==> src/inc/sdf_map.svh <==
// Purpose: named constants of the start delimiter receiver
// Assumes: included by bare name from design files
// Notes: definitions only
`ifndef SDF_MAP_SVH
`define SDF_MAP_SVH

// ----------------------------------------
// counts and fixed patterns
// ----------------------------------------
`define SDF_IDLE_RUN 3'h6
`define SDF_PRE_NIB 4'h5
`define SDF_TRI_FIRST 3'h5
`define SDF_TRI_SECOND 3'h2
`define SDF_TRI_W 3
`define SDF_NIB_W 4

`endif

==> src/inc/sdf_pkg.sv <==
// Purpose: types of the start delimiter receiver
// Assumes: nothing
// Notes: symbol classes come from the ternary decoder upstream
package sdf_pkg;

    // ----------------------------------------
    // received symbol class
    // ----------------------------------------
    typedef enum logic [2:0] {
        KIND_DATA,
        KIND_IDLE,
        KIND_SSD1,
        KIND_SSD2,
        KIND_SSD3,
        KIND_BAD
    } sdf_kind_t;

    // ----------------------------------------
    // receive states
    // ----------------------------------------
    typedef enum logic [2:0] {
        ST_IDLE,
        ST_CHK2,
        ST_CHK3,
        ST_SSD,
        ST_FIRST,
        ST_SECOND,
        ST_DATA,
        ST_BAD
    } sdf_state_t;

endpackage

==> src/sdf_pack.sv <==
// Purpose: repacks received tribits into nibbles, lsb first
// Assumes: push and clear come from the same clock
// Notes: emits a one-cycle nibble strobe
`timescale 1ns/1ps
`include "sdf_map.svh"

module sdf_pack #(
    parameter int TW = `SDF_TRI_W,
    parameter int NW = `SDF_NIB_W
) (
    // clock and reset
    input wire logic clk,
    input wire logic sys_rst,
    // tribit side
    input wire logic clear,
    input wire logic push,
    input wire logic [TW-1:0] tri_in,
    // nibble side
    output logic nib_stb,
    output logic [NW-1:0] nib
);
    localparam int BW = TW + NW;
    localparam int CW = $clog2(BW + 1);

    logic [BW-1:0] buf_reg;
    logic [CW-1:0] cnt_reg;
    logic [BW-1:0] merged;
    logic [CW-1:0] fill;

    // ----------------------------------------
    // merge new tribit above the leftover bits
    // ----------------------------------------
    always_comb begin
        merged = buf_reg | (BW'(tri_in) << cnt_reg);
        fill = cnt_reg + CW'(TW);
    end

    always_ff @(posedge clk) begin
        if (sys_rst || clear) begin
            buf_reg <= '0;
            cnt_reg <= '0;
        end else if (push) begin
            if (fill >= CW'(NW)) begin
                buf_reg <= merged >> NW;
                cnt_reg <= fill - CW'(NW);
            end else begin
                buf_reg <= merged;
                cnt_reg <= fill;
            end
        end
    end

    always_ff @(posedge clk) begin
        if (sys_rst) begin
            nib_stb <= 1'b0;
            nib <= '0;
        end else begin
            nib_stb <= push && !clear && (fill >= CW'(NW));
            if (push && fill >= CW'(NW)) begin
                nib <= merged[NW-1:0];
            end
        end
    end
endmodule

==> src/sdf_rx.sv <==
// Purpose: receive start-of-stream delimiter state machine toward the MAC
// Assumes: one symbol class per sym_stb; link_ok from logic on clk
// Notes: end of stream is taken as the first idle symbol in data
//
// What this block does
// - with link up and idle arriving, stay in IDLE, no data valid
// - after delimiter, data valid with 0101 twice, then received nibbles
// - in IDLE, a symbol neither SSD1 nor idle raises receive error
// - in CHECK SSD2, SSD2 moves on to CHECK SSD3
// - in CHECK SSD2, anything else goes to BAD SSD with error
// - in CHECK SSD3, SSD3 moves on to SSD
// - in CHECK SSD3, anything else goes to BAD SSD with error
// - SSD always advances to FIRST SSD on the next symbol
// - FIRST SSD shows data valid and 0101 whatever symbol came
// - BAD SSD holds error until the idle check is met
// - idle check is met after six consecutive valid idle symbols
// - entering FIRST SSD loads tribit 101, then on to SECOND SSD
// - entering SECOND SSD loads tribit 010, then on to DATA
`timescale 1ns/1ps
`include "sdf_map.svh"

module sdf_rx (
    // clock and reset
    input wire logic clk,
    input wire logic sys_rst,
    // symbol side
    input wire logic link_ok,
    input wire logic sym_stb,
    input wire sdf_pkg::sdf_kind_t sym_kind,
    input wire logic [2:0] sym_data,
    // media independent receive side
    output logic rx_dv,
    output logic rx_er,
    output logic [3:0] rxd
);
    sdf_pkg::sdf_state_t state_reg;
    sdf_pkg::sdf_state_t state_next;
    logic [2:0] idle_cnt_reg;
    logic check_idle;
    logic rx_dv_reg;
    logic rx_er_reg;
    logic [3:0] rxd_reg;
    logic push_en;
    logic [2:0] push_tri;
    logic nib_stb;
    logic [3:0] nib;
    logic is_idle;

    assign is_idle = (sym_kind == sdf_pkg::KIND_IDLE);

    // ----------------------------------------
    // run of consecutive valid idle symbols
    // ----------------------------------------
    always_ff @(posedge clk) begin
        if (sys_rst || !link_ok) begin
            idle_cnt_reg <= '0;
        end else if (sym_stb) begin
            if (!is_idle) begin
                idle_cnt_reg <= '0;
            end else if (idle_cnt_reg != `SDF_IDLE_RUN) begin
                idle_cnt_reg <= idle_cnt_reg + 3'h1;
            end
        end
    end

    // counts the symbol now arriving so six idles free the machine at once
    assign check_idle = sym_stb && is_idle && (idle_cnt_reg >= (`SDF_IDLE_RUN - 3'h1));

    // ----------------------------------------
    // next state
    // ----------------------------------------
    always_comb begin
        state_next = state_reg;
        if (!link_ok) begin
            state_next = sdf_pkg::ST_IDLE;
        end else if (sym_stb) begin
            unique case (state_reg)
                sdf_pkg::ST_IDLE: begin
                    if (sym_kind == sdf_pkg::KIND_SSD1) begin
                        state_next = sdf_pkg::ST_CHK2;
                    end else if (!is_idle) begin
                        state_next = sdf_pkg::ST_BAD;
                    end
                end
                sdf_pkg::ST_CHK2: begin
                    if (sym_kind == sdf_pkg::KIND_SSD2) begin
                        state_next = sdf_pkg::ST_CHK3;
                    end else begin
                        state_next = sdf_pkg::ST_BAD;
                    end
                end
                sdf_pkg::ST_CHK3: begin
                    if (sym_kind == sdf_pkg::KIND_SSD3) begin
                        state_next = sdf_pkg::ST_SSD;
                    end else begin
                        state_next = sdf_pkg::ST_BAD;
                    end
                end
                sdf_pkg::ST_SSD: state_next = sdf_pkg::ST_FIRST;
                sdf_pkg::ST_FIRST: state_next = sdf_pkg::ST_SECOND;
                sdf_pkg::ST_SECOND: state_next = sdf_pkg::ST_DATA;
                sdf_pkg::ST_DATA: begin
                    if (is_idle) begin
                        state_next = sdf_pkg::ST_IDLE;
                    end
                end
                sdf_pkg::ST_BAD: begin
                    if (check_idle) begin
                        state_next = sdf_pkg::ST_IDLE;
                    end
                end
            endcase
        end
    end

    always_ff @(posedge clk) begin
        if (sys_rst) begin
            state_reg <= sdf_pkg::ST_IDLE;
        end else begin
            state_reg <= state_next;
        end
    end

    // ----------------------------------------
    // tribits fed to the nibble packer
    // ----------------------------------------
    always_comb begin
        push_en = 1'b0;
        push_tri = sym_data;
        if (link_ok && sym_stb) begin
            unique case (state_reg)
                sdf_pkg::ST_SSD: begin
                    push_en = 1'b1;
                    push_tri = `SDF_TRI_FIRST;
                end
                sdf_pkg::ST_FIRST: begin
                    push_en = 1'b1;
                    push_tri = `SDF_TRI_SECOND;
                end
                sdf_pkg::ST_SECOND: push_en = 1'b1;
                sdf_pkg::ST_DATA: push_en = !is_idle;
                default: push_en = 1'b0;
            endcase
        end
    end

    // packer is flushed while the receiver sits in IDLE
    sdf_pack #(
        .TW(`SDF_TRI_W),
        .NW(`SDF_NIB_W)
    ) u_pack (
        .clk(clk),
        .sys_rst(sys_rst),
        .clear(state_reg == sdf_pkg::ST_IDLE),
        .push(push_en),
        .tri_in(push_tri),
        .nib_stb(nib_stb),
        .nib(nib)
    );

    // ----------------------------------------
    // receive outputs
    // ----------------------------------------
    always_ff @(posedge clk) begin
        if (sys_rst) begin
            rx_dv_reg <= 1'b0;
            rx_er_reg <= 1'b0;
        end else begin
            rx_dv_reg <= (state_next == sdf_pkg::ST_FIRST) || (state_next == sdf_pkg::ST_SECOND)
                || (state_next == sdf_pkg::ST_DATA);
            rx_er_reg <= (state_next == sdf_pkg::ST_BAD);
        end
    end

    // preamble nibble is forced through FIRST SSD and SECOND SSD, the packer fills the rest
    always_ff @(posedge clk) begin
        if (sys_rst) begin
            rxd_reg <= '0;
        end else if (state_next == sdf_pkg::ST_FIRST || state_next == sdf_pkg::ST_SECOND) begin
            rxd_reg <= `SDF_PRE_NIB;
        end else if (state_next != sdf_pkg::ST_DATA) begin
            rxd_reg <= '0;
        end else if (nib_stb) begin
            rxd_reg <= nib;
        end
    end

    assign rx_dv = rx_dv_reg;
    assign rx_er = rx_er_reg;
    assign rxd = rxd_reg;
endmodule

==> config.mk <==
export PLATFORM = sky130hd
export DESIGN_NAME = sdf_rx
export DESIGN_NICKNAME = d
export VERILOG_FILES = /design/src/inc/sdf_pkg.sv /design/src/sdf_pack.sv /design/src/sdf_rx.sv
export VERILOG_INCLUDE_DIRS = /design/src /design/src/inc
export SDC_FILE = /design/constraint.sdc
export NUM_CORES = 1
export LEC_CHECK = 0
export BUFFER_PORTS_ARGS = -buffer_cell sky130_fd_sc_hd__buf_2
export CAP_MARGIN = 0
export CORE_ASPECT_RATIO = 2
export CORE_MARGIN = 10
export CORE_UTILIZATION = 45
export CTS_BUF_LIST = sky130_fd_sc_hd__clkbuf_4 sky130_fd_sc_hd__clkbuf_8
export DETAILED_ROUTE_END_ITERATION = 10
export GPL_ROUTABILITY_DRIVEN = 0
export SYNTH_ARGS = -nofsm -noshare
export SYNTH_HDL_FRONTEND = slang
export SYNTH_HIERARCHICAL = 1
export SYNTH_SLANG_ARGS = --single-unit
export TNS_END_PERCENT = 30
==> constraint.sdc <==
create_clock -name clk -period 4.47 [get_ports clk]
set_input_delay 0.894 -clock clk [delete_from_list [all_inputs] [get_ports clk]]
set_output_delay 0.894 -clock clk [all_outputs]
set_load 0.02 [all_outputs]
==> results_dict.tcl <==
set metrics [dict create \
    num_rows 30 \
    async_reset_ff_share_pct 0 \
    p_leak_nw 0.5919 \
    drv_cap 0 \
    hold_viol_final 0 \
    cts_buffers 3 \
    crit_chain "buf_2 > nor3b_4 > o21ai_0 > a22oi_1 > nor2_1 > buf_4 > nor2b_1 > nor2_1 > a211oi_1" \
    drt_iter0_drc 23 \
    min_period_over_period_pct 54.50 \
    synthesis.instances 183 \
    port_buffers 15 \
    clock_skew_ps 5.501 \
    postCtsSetupRepairBufs 0 \
    grt_max_degree 19 \
    layout.nets 205 \
    status "complete, no violations" \
    grt-ovfl-total 0 \
    cp_max_fo 12 \
    hp-start "u_pack/nib[0]" \
    rsz0062_at_grt "false" \
    min_path_cells 2 \
    clock_path_buffers 2 \
    drc 0 \
    yosysTopAreaCellShare_pct 33.02 \
    cts_tree "yes" \
    largest_reg_flops 7 \
    antenna_found_initial 0 \
    synth_area_um2 1577 \
    tightest_slew_ps 595.6 \
    cts_root_buf "clkbuf_8" \
    yosysSeqAreaShare_pct 33.02 \
    synth.avg_cell_area_um2 8.615 \
    relSlewSlack_pct 60.21 \
    cts.sinks 26 \
    setup_viol 0 \
    syn-num-nets 197 \
    fin_cells 222 \
    start_util_pct 46.67 \
    drive_gt1_share_pct 16.32 \
    max_freq_mhz 410.5 \
    track_usage_pct 13.03 \
    crit_path_end_kind "flip-flop" \
    yosys-top-cells-count "26 x dfxtp_1, 18 x nor2_1, 11 x a211oi_1, 10 x nor3_1" \
    irDropWorstVdd_mv 0.2161 \
    slowest_stage "nor2b_1" \
    grt_pass1_wl_mm 6.741 \
    dp_cells 218 \
    power_uw 502.9 \
    ys_ff_latch 26 \
    crit_top_cell "nor2_1" \
    cts-resized-gates 0 \
    num_io_pins 16 \
    slowest_delay_ps 520 \
    fill_cells 356 \
    h-tree-depth 1 \
    grt_pass1_vias 1474 \
    min_path_type "reg -> reg" \
    synth.area.top_cells "dfxtp_1 33%, a211oi_1 5.2%, nor2_1 4.3%" \
    path_clk_slew_ps 90 \
    firstDrtPassIters 4 \
    drt-total-wl_mm 3.818 \
    dp_hpwl_mm 3.045 \
    synth.distinct_cells 52 \
    die_h_um 103.7 \
    coreArea_um2 3378 \
    power_density_nw_per_um2 297.7 \
    slew_viol_final 0 \
    cp-start-kind "primary input" \
    ant_nets 0 \
    clock_latency_ps 270 \
    r2r_end "u_pack/nib[1]" \
    synth_top_area_cell "dfxtp_1" \
    synth-main-ff-cell "dfxtp_1" \
    crit_type "in -> reg" \
    r2r-start "state_reg[0]" \
    min_to "u_pack/nib[0]" \
    r2r_cells 7 \
    cts_hold_buf 0 \
    dieArea_um2 6415 \
    vias 1393 \
    rrSetupSlack_ps 2310 \
    routedWlPerCell_um 17.20 \
    multiInputGateArea_um2 955.9 \
    antenna_cells 0 \
    path_delay_family "simple AND/OR/NAND/NOR gates" \
    critPathArrivalTime_ps 2620 \
    die_w_um 61.86 \
    fin_tns_setup_ps 0 \
    area_growth_pct 7.143 \
    whs_ps 503.3 \
    post-synth-top-count-cell "dfxtp_1" \
    cp.required_ps 4650 \
    viasPerCell 6.275 \
    path_buf_inv 2 \
    synth_edf_count 0 \
    min_period_ps 2436 \
    yosysWarnings 6 \
    regArea_um2 520.5 \
]
## worst max-delay path by stage
| stage | from | end | slack, ps | cells past startpoint |
|---|---|---|---|---|
| floorplan | sym_kind[0] | u_pack/buf_reg[1] | 2220 | 8 |
| global placement | sym_kind[0] | u_pack/nib[3] | 1840 | 9 |
| detailed placement | sym_kind[0] | u_pack/nib[1] | 1780 | 9 |
| CTS | sym_kind[0] | u_pack/nib[1] | 2050 | 9 |
| global route | sym_kind[0] | u_pack/nib[1] | 1790 | 9 |
| finish | sym_kind[0] | u_pack/nib[1] | 2030 | 9 |
## routing by layer
layer	global-route usage [%]	part of all wire [%]	vias up
li1	-	-	689
met1	12.84	36	676
met2	24.06	58	20
met3	2.323	3.1	8
met4	5.627	2.4	0
met5	0	0	-
## cell type report
cell class | instances | share of cell area [%]
sequential | 26 | 30.81
multi-input combinational | 139 | 56.59
timing repair buffer | 16 | 4.889
clock inverter | 1 | 1.778
clock buffer | 3 | 2.444
tap | 32 | 2.370
inverter | 5 | 1.111
## cell families after synthesis
kind of cell,share of synthesized area [%]
AND/OR/NAND/NOR,30.16
multiplexers,4.920
AO/OA/AOI/OAI,21.27
adder cells (fa/ha/maj),3.175
flip-flops,33.02
buffers and inverters,6.349
XOR/XNOR,1.111
## power by group
group / switching (mW) / leakage, nW / total [mW] / internal [mW]
logic: 0.0403 / 0.346 / 0.0673 / 0.0270
clock network: 0.0740 / 0.0357 / 0.194 / 0.120
registers: 0.00712 / 0.210 / 0.242 / 0.235
## layout by cell type, fill, tap and decap left out, types with 2 or more instances in the layout
| cell | n |
|---|---|
| a211oi_1 | 11 |
| nor4_1 | 5 |
| and3_1 | 2 |
| ha_1 | 4 |
| nor4b_1 | 2 |
| nand3_1 | 2 |
| a21o_1 | 2 |
| buf_2 | 15 |
| clkbuf_8 | 3 |
| nand3b_1 | 2 |
| nor3b_1 | 2 |
| a221oi_2 | 2 |
| a21oi_1 | 8 |
| o21ai_0 | 8 |
| nor3_1 | 10 |
| inv_1 | 5 |
| and2_1 | 3 |
| mux2_2 | 2 |
| a31oi_1 | 2 |
| nand2_1 | 8 |
| dfxtp_1 | 26 |
| nand2b_1 | 6 |
| mux2i_1 | 4 |
| or4b_1 | 2 |
| nor2b_1 | 5 |
| nor2_1 | 18 |
| a22oi_1 | 2 |
| o21ai_1 | 5 |
## through the flow
stage               setup WS, ps  util [%]  cell area, um^2
global placement            1841     47.89             1618
floorplan                   2224         -             1577
CTS                         2052     50.00             1689
detailed placement          1785     47.89             1618
finish                      2034     50.00             1689
global route                1794     50.00             1689
## worst min-delay path: stages (launching register included)
cell and delay (ps):
dfxtp_1 320, nor2_1 100, nor3_1 50
Power figures use the tool's default switching activity.
